**src/bdpe_pkg.sv**
```systemverilog
// shared constants and carrier types for the bulk-only data-phase error handler
package bdpe_pkg;
    localparam int unsigned BDPE_LEN_W = 32;
    localparam int unsigned BDPE_BYTE_W = 8;
    localparam int unsigned BDPE_FIFO_DEPTH = 16;
    localparam logic [7:0] BDPE_ST_PASS = 8'h00;
    localparam logic [7:0] BDPE_ST_FAIL = 8'h01;
    localparam logic [7:0] BDPE_ST_PHASE = 8'h02;
    localparam logic [7:0] BDPE_FILL_BYTE = 8'h00;
    localparam logic [31:0] BDPE_LEN_ZERO = 32'h0000_0000;
    localparam logic [31:0] BDPE_LEN_ONE = 32'h0000_0001;

    typedef enum logic [1:0] {
        BDPE_CMD_NONE,
        BDPE_CMD_READ,
        BDPE_CMD_WRITE,
        BDPE_CMD_UNSUP
    } bdpe_cmd_type;

    typedef enum logic [1:0] {
        BDPE_MODE_NODATA,
        BDPE_MODE_IN,
        BDPE_MODE_OUT
    } bdpe_mode_type;

    typedef enum logic [1:0] {
        BDPE_PH_IDLE,
        BDPE_PH_IN,
        BDPE_PH_OUT,
        BDPE_PH_STATUS
    } bdpe_phase_type;

    // what the command wrapper and command decoder announce
    typedef struct packed {
        bdpe_cmd_type kind;
        logic host_in;
        logic [31:0] host_len;
        logic [31:0] dev_len;
    } bdpe_cbw_type;

    // outcome of comparing the two announced lengths
    typedef struct packed {
        bdpe_mode_type mode;
        logic [7:0] status;
        logic [31:0] fetch_len;
        logic dir_err;
        logic len_err;
    } bdpe_class_type;

    typedef struct packed {
        logic [7:0] status;
        logic [31:0] residue;
    } bdpe_csw_type;
endpackage

```
**src/bdpe_fifo.sv**
```systemverilog
// byte fifo between the data source and the bulk-in stage
module bdpe_fifo #(
    parameter int unsigned WIDTH = 8,
    parameter int unsigned DEPTH = 16
) (
    // clock and reset
    input wire logic clk_in,
    input wire logic rst_n_in,
    // fill side
    input wire logic in_valid_in,
    input wire logic [WIDTH-1:0] in_data_in,
    output logic in_ready_out,
    // drain side
    output logic out_valid_out,
    output logic [WIDTH-1:0] out_data_out,
    input wire logic out_ready_in
);
    localparam int unsigned AW = $clog2(DEPTH);

    typedef struct packed {
        logic [DEPTH-1:0][WIDTH-1:0] mem;
        logic [AW:0] wr;
        logic [AW:0] rd;
    } bdpe_fifo_st_type;

    bdpe_fifo_st_type st_q;
    bdpe_fifo_st_type st_d;
    logic full;
    logic empty;

    // extra pointer bit tells full from empty when the indices meet
    assign empty = (st_q.wr == st_q.rd);
    assign full = (st_q.wr[AW-1:0] == st_q.rd[AW-1:0]) && (st_q.wr[AW] != st_q.rd[AW]);
    assign in_ready_out = !full;
    assign out_valid_out = !empty;
    assign out_data_out = st_q.mem[st_q.rd[AW-1:0]];

    always_comb
    begin
        st_d = st_q;
        if (in_valid_in && !full)
        begin
            st_d.mem[st_q.wr[AW-1:0]] = in_data_in;
            st_d.wr = st_q.wr + 1'b1;
        end
        if (out_ready_in && !empty)
        begin
            st_d.rd = st_q.rd + 1'b1;
        end
    end

    always_ff @(posedge clk_in or negedge rst_n_in)
    begin
        if (!rst_n_in)
        begin
            st_q <= '0;
        end
        else
        begin
            st_q <= st_d;
        end
    end
endmodule

```
**src/bdpe_classify.sv**
```systemverilog
// sorts a command into data direction, byte budget and final status
module bdpe_classify (
    // announced transfer
    input bdpe_pkg::bdpe_cbw_type cbw_in,
    // verdict
    output bdpe_pkg::bdpe_class_type cls_out
);
    import bdpe_pkg::*;

    logic [31:0] dev_eff;

    always_comb
    begin
        // a command with no data stage never plans any bytes
        dev_eff = (cbw_in.kind == BDPE_CMD_NONE) ? BDPE_LEN_ZERO : cbw_in.dev_len;
        cls_out.mode = BDPE_MODE_NODATA;
        cls_out.status = BDPE_ST_PASS;
        cls_out.fetch_len = BDPE_LEN_ZERO;
        cls_out.dir_err = 1'b0;
        cls_out.len_err = 1'b0;
        if (cbw_in.host_len == BDPE_LEN_ZERO)
        begin
            if (cbw_in.kind == BDPE_CMD_UNSUP)
            begin
                cls_out.status = BDPE_ST_FAIL;
            end
            else if (dev_eff != BDPE_LEN_ZERO)
            begin
                cls_out.status = BDPE_ST_PHASE;
                cls_out.len_err = 1'b1;
            end
        end
        else if (cbw_in.host_in)
        begin
            cls_out.mode = BDPE_MODE_IN;
            case (cbw_in.kind)
                BDPE_CMD_WRITE:
                begin
                    cls_out.status = BDPE_ST_PHASE;
                    cls_out.dir_err = 1'b1;
                end
                BDPE_CMD_UNSUP:
                begin
                    cls_out.status = BDPE_ST_FAIL;
                end
                default:
                begin
                    if (dev_eff > cbw_in.host_len)
                    begin
                        cls_out.fetch_len = cbw_in.host_len;
                        cls_out.status = BDPE_ST_PHASE;
                        cls_out.len_err = 1'b1;
                    end
                    else
                    begin
                        cls_out.fetch_len = dev_eff;
                        cls_out.status = BDPE_ST_PASS;
                        cls_out.len_err = (dev_eff != cbw_in.host_len);
                    end
                end
            endcase
        end
        else
        begin
            cls_out.mode = BDPE_MODE_OUT;
            case (cbw_in.kind)
                BDPE_CMD_READ:
                begin
                    cls_out.status = BDPE_ST_PHASE;
                    cls_out.dir_err = 1'b1;
                end
                BDPE_CMD_UNSUP:
                begin
                    cls_out.status = BDPE_ST_FAIL;
                end
                default:
                begin
                    if (dev_eff > cbw_in.host_len)
                    begin
                        cls_out.fetch_len = cbw_in.host_len;
                        cls_out.status = BDPE_ST_PHASE;
                        cls_out.len_err = 1'b1;
                    end
                    else
                    begin
                        cls_out.fetch_len = dev_eff;
                        cls_out.len_err = (dev_eff != cbw_in.host_len);
                        cls_out.status = cls_out.len_err ? BDPE_ST_FAIL : BDPE_ST_PASS;
                    end
                end
            endcase
        end
    end
endmodule

```
**src/bdpe_top.sv**
```systemverilog
// data-phase sequencer: counters, padding, absorbing and status wrapper build
module bdpe_top (
    // clock and reset
    input wire logic sys_clk_in,
    input wire logic arst_n_in,
    // command wrapper
    input wire logic cbw_valid_in,
    input bdpe_pkg::bdpe_cbw_type cbw_in,
    output logic cbw_ready_out,
    // device data source for bulk-in
    input wire logic src_valid_in,
    input wire logic [7:0] src_data_in,
    output logic src_ready_out,
    // bulk-in toward host
    output logic in_valid_out,
    output logic [7:0] in_data_out,
    input wire logic in_ready_in,
    // bulk-out from host
    input wire logic out_valid_in,
    input wire logic [7:0] out_data_in,
    output logic out_ready_out,
    // device data sink for bulk-out
    output logic snk_valid_out,
    output logic [7:0] snk_data_out,
    input wire logic snk_ready_in,
    // status wrapper
    output logic csw_valid_out,
    output bdpe_pkg::bdpe_csw_type csw_out,
    input wire logic csw_ready_in,
    // transaction state
    output logic busy_out,
    output logic dir_err_out,
    output logic len_err_out
);
    import bdpe_pkg::*;

    typedef struct packed {
        bdpe_phase_type phase;
        bdpe_class_type cls;
        logic [31:0] host_len;
        logic [31:0] host_left;
        logic [31:0] dev_left;
        logic [31:0] fetch_left;
        logic fetch_en;
        logic in_valid;
        logic [7:0] in_data;
        logic in_fill;
        logic out_ready;
        logic snk_valid;
        logic [7:0] snk_data;
        logic csw_valid;
        bdpe_csw_type csw;
        logic cbw_ready;
        logic busy;
        logic dir_err;
        logic len_err;
        logic [31:0] handled;
    } bdpe_top_st_type;

    bdpe_top_st_type st_q;
    bdpe_top_st_type st_d;
    bdpe_class_type cls;
    logic rst_meta_q;
    logic rst_n;
    logic fifo_in_ready;
    logic fifo_out_valid;
    logic [7:0] fifo_out_data;
    logic fifo_pop;
    logic src_push;
    logic in_free;
    logic out_take;

    // reset is asserted asynchronously at once but is released through two flops
    always_ff @(posedge sys_clk_in or negedge arst_n_in)
    begin
        if (!arst_n_in)
        begin
            rst_meta_q <= 1'b0;
            rst_n <= 1'b0;
        end
        else
        begin
            rst_meta_q <= 1'b1;
            rst_n <= rst_meta_q;
        end
    end

    bdpe_classify u_classify (
        .cbw_in(cbw_in),
        .cls_out(cls)
    );

    // source is asked only for the bytes that will really be sent, so a
    // truncated read never leaves stale bytes behind in the fifo
    assign src_push = src_valid_in && st_q.fetch_en && fifo_in_ready;
    assign src_ready_out = st_q.fetch_en && fifo_in_ready;

    bdpe_fifo #(
        .WIDTH(BDPE_BYTE_W),
        .DEPTH(BDPE_FIFO_DEPTH)
    ) u_fifo (
        .clk_in(sys_clk_in),
        .rst_n_in(rst_n),
        .in_valid_in(src_valid_in && st_q.fetch_en),
        .in_data_in(src_data_in),
        .in_ready_out(fifo_in_ready),
        .out_valid_out(fifo_out_valid),
        .out_data_out(fifo_out_data),
        .out_ready_in(fifo_pop)
    );

    assign in_free = !st_q.in_valid || in_ready_in;
    assign out_take = out_valid_in && st_q.out_ready;
    assign fifo_pop = (st_q.phase == BDPE_PH_IN) && in_free && (st_q.host_left != BDPE_LEN_ZERO)
        && (st_q.dev_left != BDPE_LEN_ZERO) && fifo_out_valid;

    always_comb
    begin
        st_d = st_q;
        if (snk_ready_in)
        begin
            st_d.snk_valid = 1'b0;
        end
        if (in_ready_in)
        begin
            st_d.in_valid = 1'b0;
        end
        if (src_push)
        begin
            st_d.fetch_left = st_q.fetch_left - BDPE_LEN_ONE;
        end
        case (st_q.phase)
            BDPE_PH_IDLE:
            begin
                if (cbw_valid_in && st_q.cbw_ready)
                begin
                    st_d.cls = cls;
                    st_d.host_len = cbw_in.host_len;
                    st_d.host_left = cbw_in.host_len;
                    st_d.handled = BDPE_LEN_ZERO;
                    st_d.dev_left = cls.fetch_len;
                    st_d.fetch_left = (cls.mode == BDPE_MODE_IN) ? cls.fetch_len : BDPE_LEN_ZERO;
                    case (cls.mode)
                        BDPE_MODE_IN: st_d.phase = BDPE_PH_IN;
                        BDPE_MODE_OUT: st_d.phase = BDPE_PH_OUT;
                        default: st_d.phase = BDPE_PH_STATUS;
                    endcase
                end
            end
            BDPE_PH_IN:
            begin
                if (in_free && (st_q.host_left != BDPE_LEN_ZERO))
                begin
                    if (st_q.dev_left != BDPE_LEN_ZERO)
                    begin
                        if (fifo_out_valid)
                        begin
                            st_d.in_valid = 1'b1;
                            st_d.in_data = fifo_out_data;
                            st_d.in_fill = 1'b0;
                            st_d.dev_left = st_q.dev_left - BDPE_LEN_ONE;
                            st_d.handled = st_q.handled + BDPE_LEN_ONE;
                            st_d.host_left = st_q.host_left - BDPE_LEN_ONE;
                        end
                    end
                    else
                    begin
                        // nothing left to send: zero filler up to host length
                        st_d.in_valid = 1'b1;
                        st_d.in_data = BDPE_FILL_BYTE;
                        st_d.in_fill = 1'b1;
                        st_d.host_left = st_q.host_left - BDPE_LEN_ONE;
                    end
                end
                else if (in_free)
                begin
                    st_d.phase = BDPE_PH_STATUS;
                end
            end
            BDPE_PH_OUT:
            begin
                if (out_take)
                begin
                    st_d.host_left = st_q.host_left - BDPE_LEN_ONE;
                    if (st_q.dev_left != BDPE_LEN_ZERO)
                    begin
                        st_d.dev_left = st_q.dev_left - BDPE_LEN_ONE;
                        st_d.handled = st_q.handled + BDPE_LEN_ONE;
                        st_d.snk_valid = 1'b1;
                        st_d.snk_data = out_data_in;
                    end
                end
                else if ((st_q.host_left == BDPE_LEN_ZERO) && !st_q.snk_valid)
                begin
                    st_d.phase = BDPE_PH_STATUS;
                end
            end
            BDPE_PH_STATUS:
            begin
                if (csw_ready_in && st_q.csw_valid)
                begin
                    st_d.csw_valid = 1'b0;
                    st_d.phase = BDPE_PH_IDLE;
                end
            end
            default:
            begin
                st_d.phase = BDPE_PH_IDLE;
            end
        endcase
        // status built on entry: host length minus bytes the function handled
        if ((st_d.phase == BDPE_PH_STATUS) && (st_q.phase != BDPE_PH_STATUS))
        begin
            st_d.csw_valid = 1'b1;
            st_d.csw.status = st_d.cls.status;
            st_d.csw.residue = st_d.host_len
                - (st_d.cls.fetch_len - st_d.dev_left);
        end
        st_d.fetch_en = (st_d.phase == BDPE_PH_IN) && (st_d.fetch_left != BDPE_LEN_ZERO);
        // one byte in flight toward the sink at a time keeps ready registered
        st_d.out_ready = (st_d.phase == BDPE_PH_OUT) && (st_d.host_left != BDPE_LEN_ZERO)
            && !st_d.snk_valid;
        st_d.cbw_ready = (st_d.phase == BDPE_PH_IDLE);
        // flags are registered so the pins never glitch while the phase changes
        st_d.busy = (st_d.phase != BDPE_PH_IDLE);
        st_d.dir_err = st_d.cls.dir_err && st_d.busy;
        st_d.len_err = st_d.cls.len_err && st_d.busy;
    end

    always_ff @(posedge sys_clk_in or negedge rst_n)
    begin
        if (!rst_n)
        begin
            st_q <= '0;
        end
        else
        begin
            st_q <= st_d;
        end
    end

    assign cbw_ready_out = st_q.cbw_ready;
    assign in_valid_out = st_q.in_valid;
    assign in_data_out = st_q.in_data;
    assign out_ready_out = st_q.out_ready;
    assign snk_valid_out = st_q.snk_valid;
    assign snk_data_out = st_q.snk_data;
    assign csw_valid_out = st_q.csw_valid;
    assign csw_out = st_q.csw;
    assign busy_out = st_q.busy;
    assign dir_err_out = st_q.dir_err;
    assign len_err_out = st_q.len_err;

    cbw_opens_txn_a: assert property (@(posedge sys_clk_in) disable iff (!rst_n)
        cbw_valid_in && cbw_ready_out |=> busy_out && !cbw_ready_out)
        else $error("command wrapper did not open a transaction");

    csw_closes_txn_a: assert property (@(posedge sys_clk_in) disable iff (!rst_n)
        csw_valid_out && csw_ready_in |=> !csw_valid_out ##0 cbw_ready_out)
        else $error("status handshake did not close the transaction");

    csw_hold_a: assert property (@(posedge sys_clk_in) disable iff (!rst_n)
        csw_valid_out && !csw_ready_in |=> csw_valid_out && $stable(csw_out))
        else $error("status wrapper changed before it was taken");

    out_count_a: assert property (@(posedge sys_clk_in) disable iff (!rst_n)
        out_valid_in && out_ready_out |=> st_q.host_left == $past(st_q.host_left) - BDPE_LEN_ONE)
        else $error("host counter did not drop by one per out byte");

    host_len_done_a: assert property (@(posedge sys_clk_in) disable iff (!rst_n)
        $rose(csw_valid_out) |-> st_q.host_left == BDPE_LEN_ZERO)
        else $error("status sent before host length was covered");

    residue_a: assert property (@(posedge sys_clk_in) disable iff (!rst_n)
        $rose(csw_valid_out)
        |-> csw_out.residue == st_q.host_len - st_q.handled)
        else $error("residue is not host length minus bytes handled");

    fill_zero_a: assert property (@(posedge sys_clk_in) disable iff (!rst_n)
        in_valid_out && st_q.in_fill |-> in_data_out == BDPE_FILL_BYTE)
        else $error("filler byte is not zero");

    zero_len_phase_a: assert property (@(posedge sys_clk_in) disable iff (!rst_n)
        $rose(csw_valid_out) && st_q.cls.len_err && st_q.cls.mode == BDPE_MODE_NODATA
        |-> csw_out.status == BDPE_ST_PHASE && csw_out.residue == BDPE_LEN_ZERO)
        else $error("zero host length with planned data is not a phase error");

    dir_err_status_a: assert property (@(posedge sys_clk_in) disable iff (!rst_n)
        $rose(csw_valid_out) && st_q.cls.dir_err
        |-> csw_out.status == BDPE_ST_PHASE && csw_out.residue == st_q.host_len)
        else $error("direction mismatch not reported as phase error");

    no_in_on_out_a: assert property (@(posedge sys_clk_in) disable iff (!rst_n)
        st_q.phase == BDPE_PH_OUT |-> !in_valid_out && !src_ready_out)
        else $error("bulk-in activity during an out data stage");

    out_absorb_a: assert property (@(posedge sys_clk_in) disable iff (!rst_n)
        out_valid_in && out_ready_out && st_q.dev_left == BDPE_LEN_ZERO |=> !snk_valid_out)
        else $error("absorbed out byte reached the sink");
endmodule

```
**config.mk**
```make
export PLATFORM = sky130hd
export DESIGN_NAME = bdpe_top
export DESIGN_NICKNAME = d
export VERILOG_FILES = /design/src/bdpe_pkg.sv /design/src/bdpe_fifo.sv /design/src/bdpe_classify.sv /design/src/bdpe_top.sv
export SDC_FILE = /design/constraint.sdc
export NUM_CORES = 1
export LEC_CHECK = 0
export ABC_CLOCK_PERIOD_IN_PS = 33500
export BUFFER_PORTS_ARGS = -buffer_cell sky130_fd_sc_hd__buf_2
export CORE_MARGIN = 2
export CORE_UTILIZATION = 55
export CTS_BUF_LIST = sky130_fd_sc_hd__clkbuf_16
export CTS_CLUSTER_DIAMETER = 150
export DETAILED_ROUTE_END_ITERATION = 12
export HOLD_SLACK_MARGIN = 0.05
export PLACE_DENSITY = 0.82
export SLEW_MARGIN = 15
export SYNTH_ARGS = -nofsm -noshare
export SYNTH_HDL_FRONTEND = slang
export SYNTH_HIERARCHICAL = 1
export SYNTH_SLANG_ARGS = --single-unit
```
**constraint.sdc**
```tcl
create_clock -name sys_clk_in -period 33.5 [get_ports sys_clk_in]
set_clock_uncertainty 0.1 [all_clocks]
set_input_delay 6.7 -clock sys_clk_in [delete_from_list [all_inputs] [get_ports sys_clk_in]]
set_output_delay 6.7 -clock sys_clk_in [all_outputs]
set_load 0.05 [all_outputs]
```
==> flow_metrics.tcl <==
set metrics [dict create \
    cts-root-buf "clkbuf_16" \
    synth_top_flop_cell "dfrtp_1" \
    p_total_mw 2.03 \
    dp.cells 3005 \
    worstHoldPathType "reg -> reg" \
    regToRegStartpoint "u_fifo/st_q[0]" \
    synthTopCellsByCount "dfrtp_1, nand2_1, nor2_1" \
    leakagePower_nw 12.1 \
    cts_max_level 2 \
    clkLatencyLatePin_ns 0.60 \
    worst_slew_pin_slew_ns 1.11 \
    status "finished clean" \
    cts_tree "built" \
    r2r_end "csw_out[28]" \
    clock_sinks 377 \
    die_y_um 211 \
    max_freq_mhz 73.1 \
    hold_violations 0 \
    cp_common_cell "nor2_1" \
    cts_setup_buffers 0 \
    routed_wirelength_um 71700 \
    numCtsBuffers 43 \
    r2r_slack_ns 25.72 \
    period_minus_slack_ns 13.68 \
    worstSetupStartpoint "cbw_in[65]" \
    coreArea_um2 42000 \
    yosys-top-cells-area "dfrtp_1, mux2_2, nand2_1" \
    slew_headroom 0.257 \
    instances_no_fill 3084 \
    vias 19500 \
    synth_edf_count 0 \
    cp.depth 28 \
    ant_nets 0 \
    fp.dieArea_um2 44400 \
    grt_pass1_vias 19700 \
    syn_area_um2 23500 \
    vias_per_cell 6.31 \
    gp_congestion 0.988 \
    timing.final.ws_setup_ns 19.82 \
    hold_buffers 0 \
    yosysTopAreaCell "dfrtp_1" \
    pin_count 156 \
    rsz0062_at_grt "no" \
    setup_tns_ns 0 \
    ys_warn_count 6 \
    firstDrtPassIters 8 \
    num_rows 75 \
    syn2layout_area_growth_pct 8.55 \
    die_x_um 211 \
    worst-path-buf-inv 3 \
    final.period_utilization 0.408 \
    synth-async-reset-ratio 1.00 \
    yosysUniqueCellTypes 102 \
    whs_ns 0.255 \
    reg2regPathDepth 23 \
    start_kind "primary input" \
    max_stage_delay_ns 0.60 \
    avgSynthCellArea_um2 9.56 \
    ctsResizeCount 0 \
    worstPathArrival_ns 14.05 \
    drive_above_1_share 0.180 \
    routedWlPerCell_um 23.2 \
    portBuffers 155 \
    maxCapViolCount 0 \
    critical_path_class "in -> reg" \
    remaining_drc_errors 0 \
    grt_use_total 0.325 \
    final_core_utilization 0.606 \
    crit_end "csw_out[28]" \
    setup_viol 0 \
    layout.nets 2705 \
    dp_hpwl_um 51200 \
    synth_cells 2456 \
    end_kind "flop" \
    path_clk_slew_ns 0.06 \
    required_ns 33.87 \
    start_util 0.559 \
    place_ws_ns 19.42 \
    crit_fanout 35 \
    post-route-cell-area_um2 25500 \
    cts_buffer_depth 3 \
    grt_pass1_wl_um 112000 \
    critPathSlowestCell "or4b_4" \
    dr.first_iter.drc_count 2063 \
    yosys.area.top_type_share 0.402 \
    grt_overflow 0 \
    power_density_nw_per_um2 79.7 \
    postPlaceCellArea_um2 24200 \
    grt_max_degree 170 \
    yosysMostFrequentCell "dfrtp_1" \
    critical-path-top-delay-family "simple AND/OR/NAND/NOR gates" \
    ys_seq_area_frac 0.402 \
    yosys_register_bits 377 \
    peakVddDrop_v 0.0000621 \
    antenna_found_initial 8 \
    drv_slew 0 \
]
==> cell families (layout without fill, tap and decap cells) <==
kind of cell / after synthesis / in the layout / share of synthesized area
and+or+nand+nor: 896 / 896 / 0.188
buffers and inverters: 288 / 368 / 0.0628
xor gates and xnor gates: 83 / 83 / 0.0323
adders and majority gates: 103 / 103 / 0.0648
AOI/OAI and AO/OA: 454 / 454 / 0.127
DFF: 377 / 377 / 0.402
other: 2 / 11 / 0.000320
muxes: 253 / 253 / 0.122
==> where the power goes <==
part	leakage, nW	switching [mW]	internal [mW]
Combinational	6.49	0.518	0.394
Sequential	4.90	0.104	0.568
Clock	0.665	0.197	0.249
==> area by class of cell <==
class / instances / area [um^2]
tap: 539 / 674
fill: 3455 / 16500
inverter: 105 / 394
multi-input combinational: 1796 / 12600
clock buffer: 43 / 1080
timing repair buffer: 188 / 1040
antenna: 4 / 10.0
clock inverter: 32 / 236
sequential: 377 / 9440
==> worst reg2reg max path: cells and delay by family, from the launching register on <==
kind	cells	cell delay, ns
simple gates	5	1.80
flops	1	0.34
xor+xnor	1	0.20
compound gates	13	3.42
fa+ha+maj	2	0.88
buf+inv	2	0.93
==> registers in the layout (all words and copies together) (netlist names), 8 cells and up <==
register	cells
csw_out	40
in_data_out	8
snk_data_out	8
st_q	173
u_fifo/st_q	138
==> layout by cell type, fill, tap and decap left out, types with 8 or more instances in the layout <==
cell type	Yosys	layout
dfrtp_1	377	375
nand2_1	358	357
buf_2	18	155
o21ai_0	148	148
nor2_1	149	146
mux2_2	138	138
inv_1	104	114
a21oi_1	95	95
mux2i_1	90	90
nand3_1	87	86
ha_1	72	72
xnor2_1	50	50
nor3_1	44	44
nor4_1	43	43
clkbuf_16	0	43
xor2_1	31	31
fa_1	31	31
buf_4	65	31
nand4_1	30	30
and2b_1	29	29
and2_1	28	28
a22oi_1	23	23
nor2b_1	20	19
and3_1	18	18
o211ai_1	17	17
nand2b_1	16	16
a211oi_1	16	16
a31oi_1	15	15
mux2_1	13	13
or4_1	12	12
or3_1	12	12
a21o_1	12	12
o221ai_1	12	11
mux4_2	11	11
clkinv_1	1	10
o21bai_1	10	10
o31ai_1	8	8
==> layer usage <==
layer  up-vias  GRT usage  part of all wire
li1       8738          -                 -
met1      9588      0.415              0.40
met2       905      0.538              0.47
met3       225     0.0553             0.071
met4         8      0.163             0.053
met5         -          0           0.00064
==> how the worst min path moves through the flow <==
stage / start / end / slack, ns / cells past startpoint
6_report: rst_meta_q / rst_n / 0.26 / 0
4_1_cts: rst_meta_q / rst_n / 0.26 / 0
3_3_place_gp: rst_meta_q / rst_n / 0.24 / 0
2_1_floorplan: rst_meta_q / rst_n / 0.23 / 0
5_1_grt: rst_meta_q / rst_n / 0.26 / 0
3_5_place_dp: rst_meta_q / rst_n / 0.24 / 0
Power figures use the tool's default switching activity.
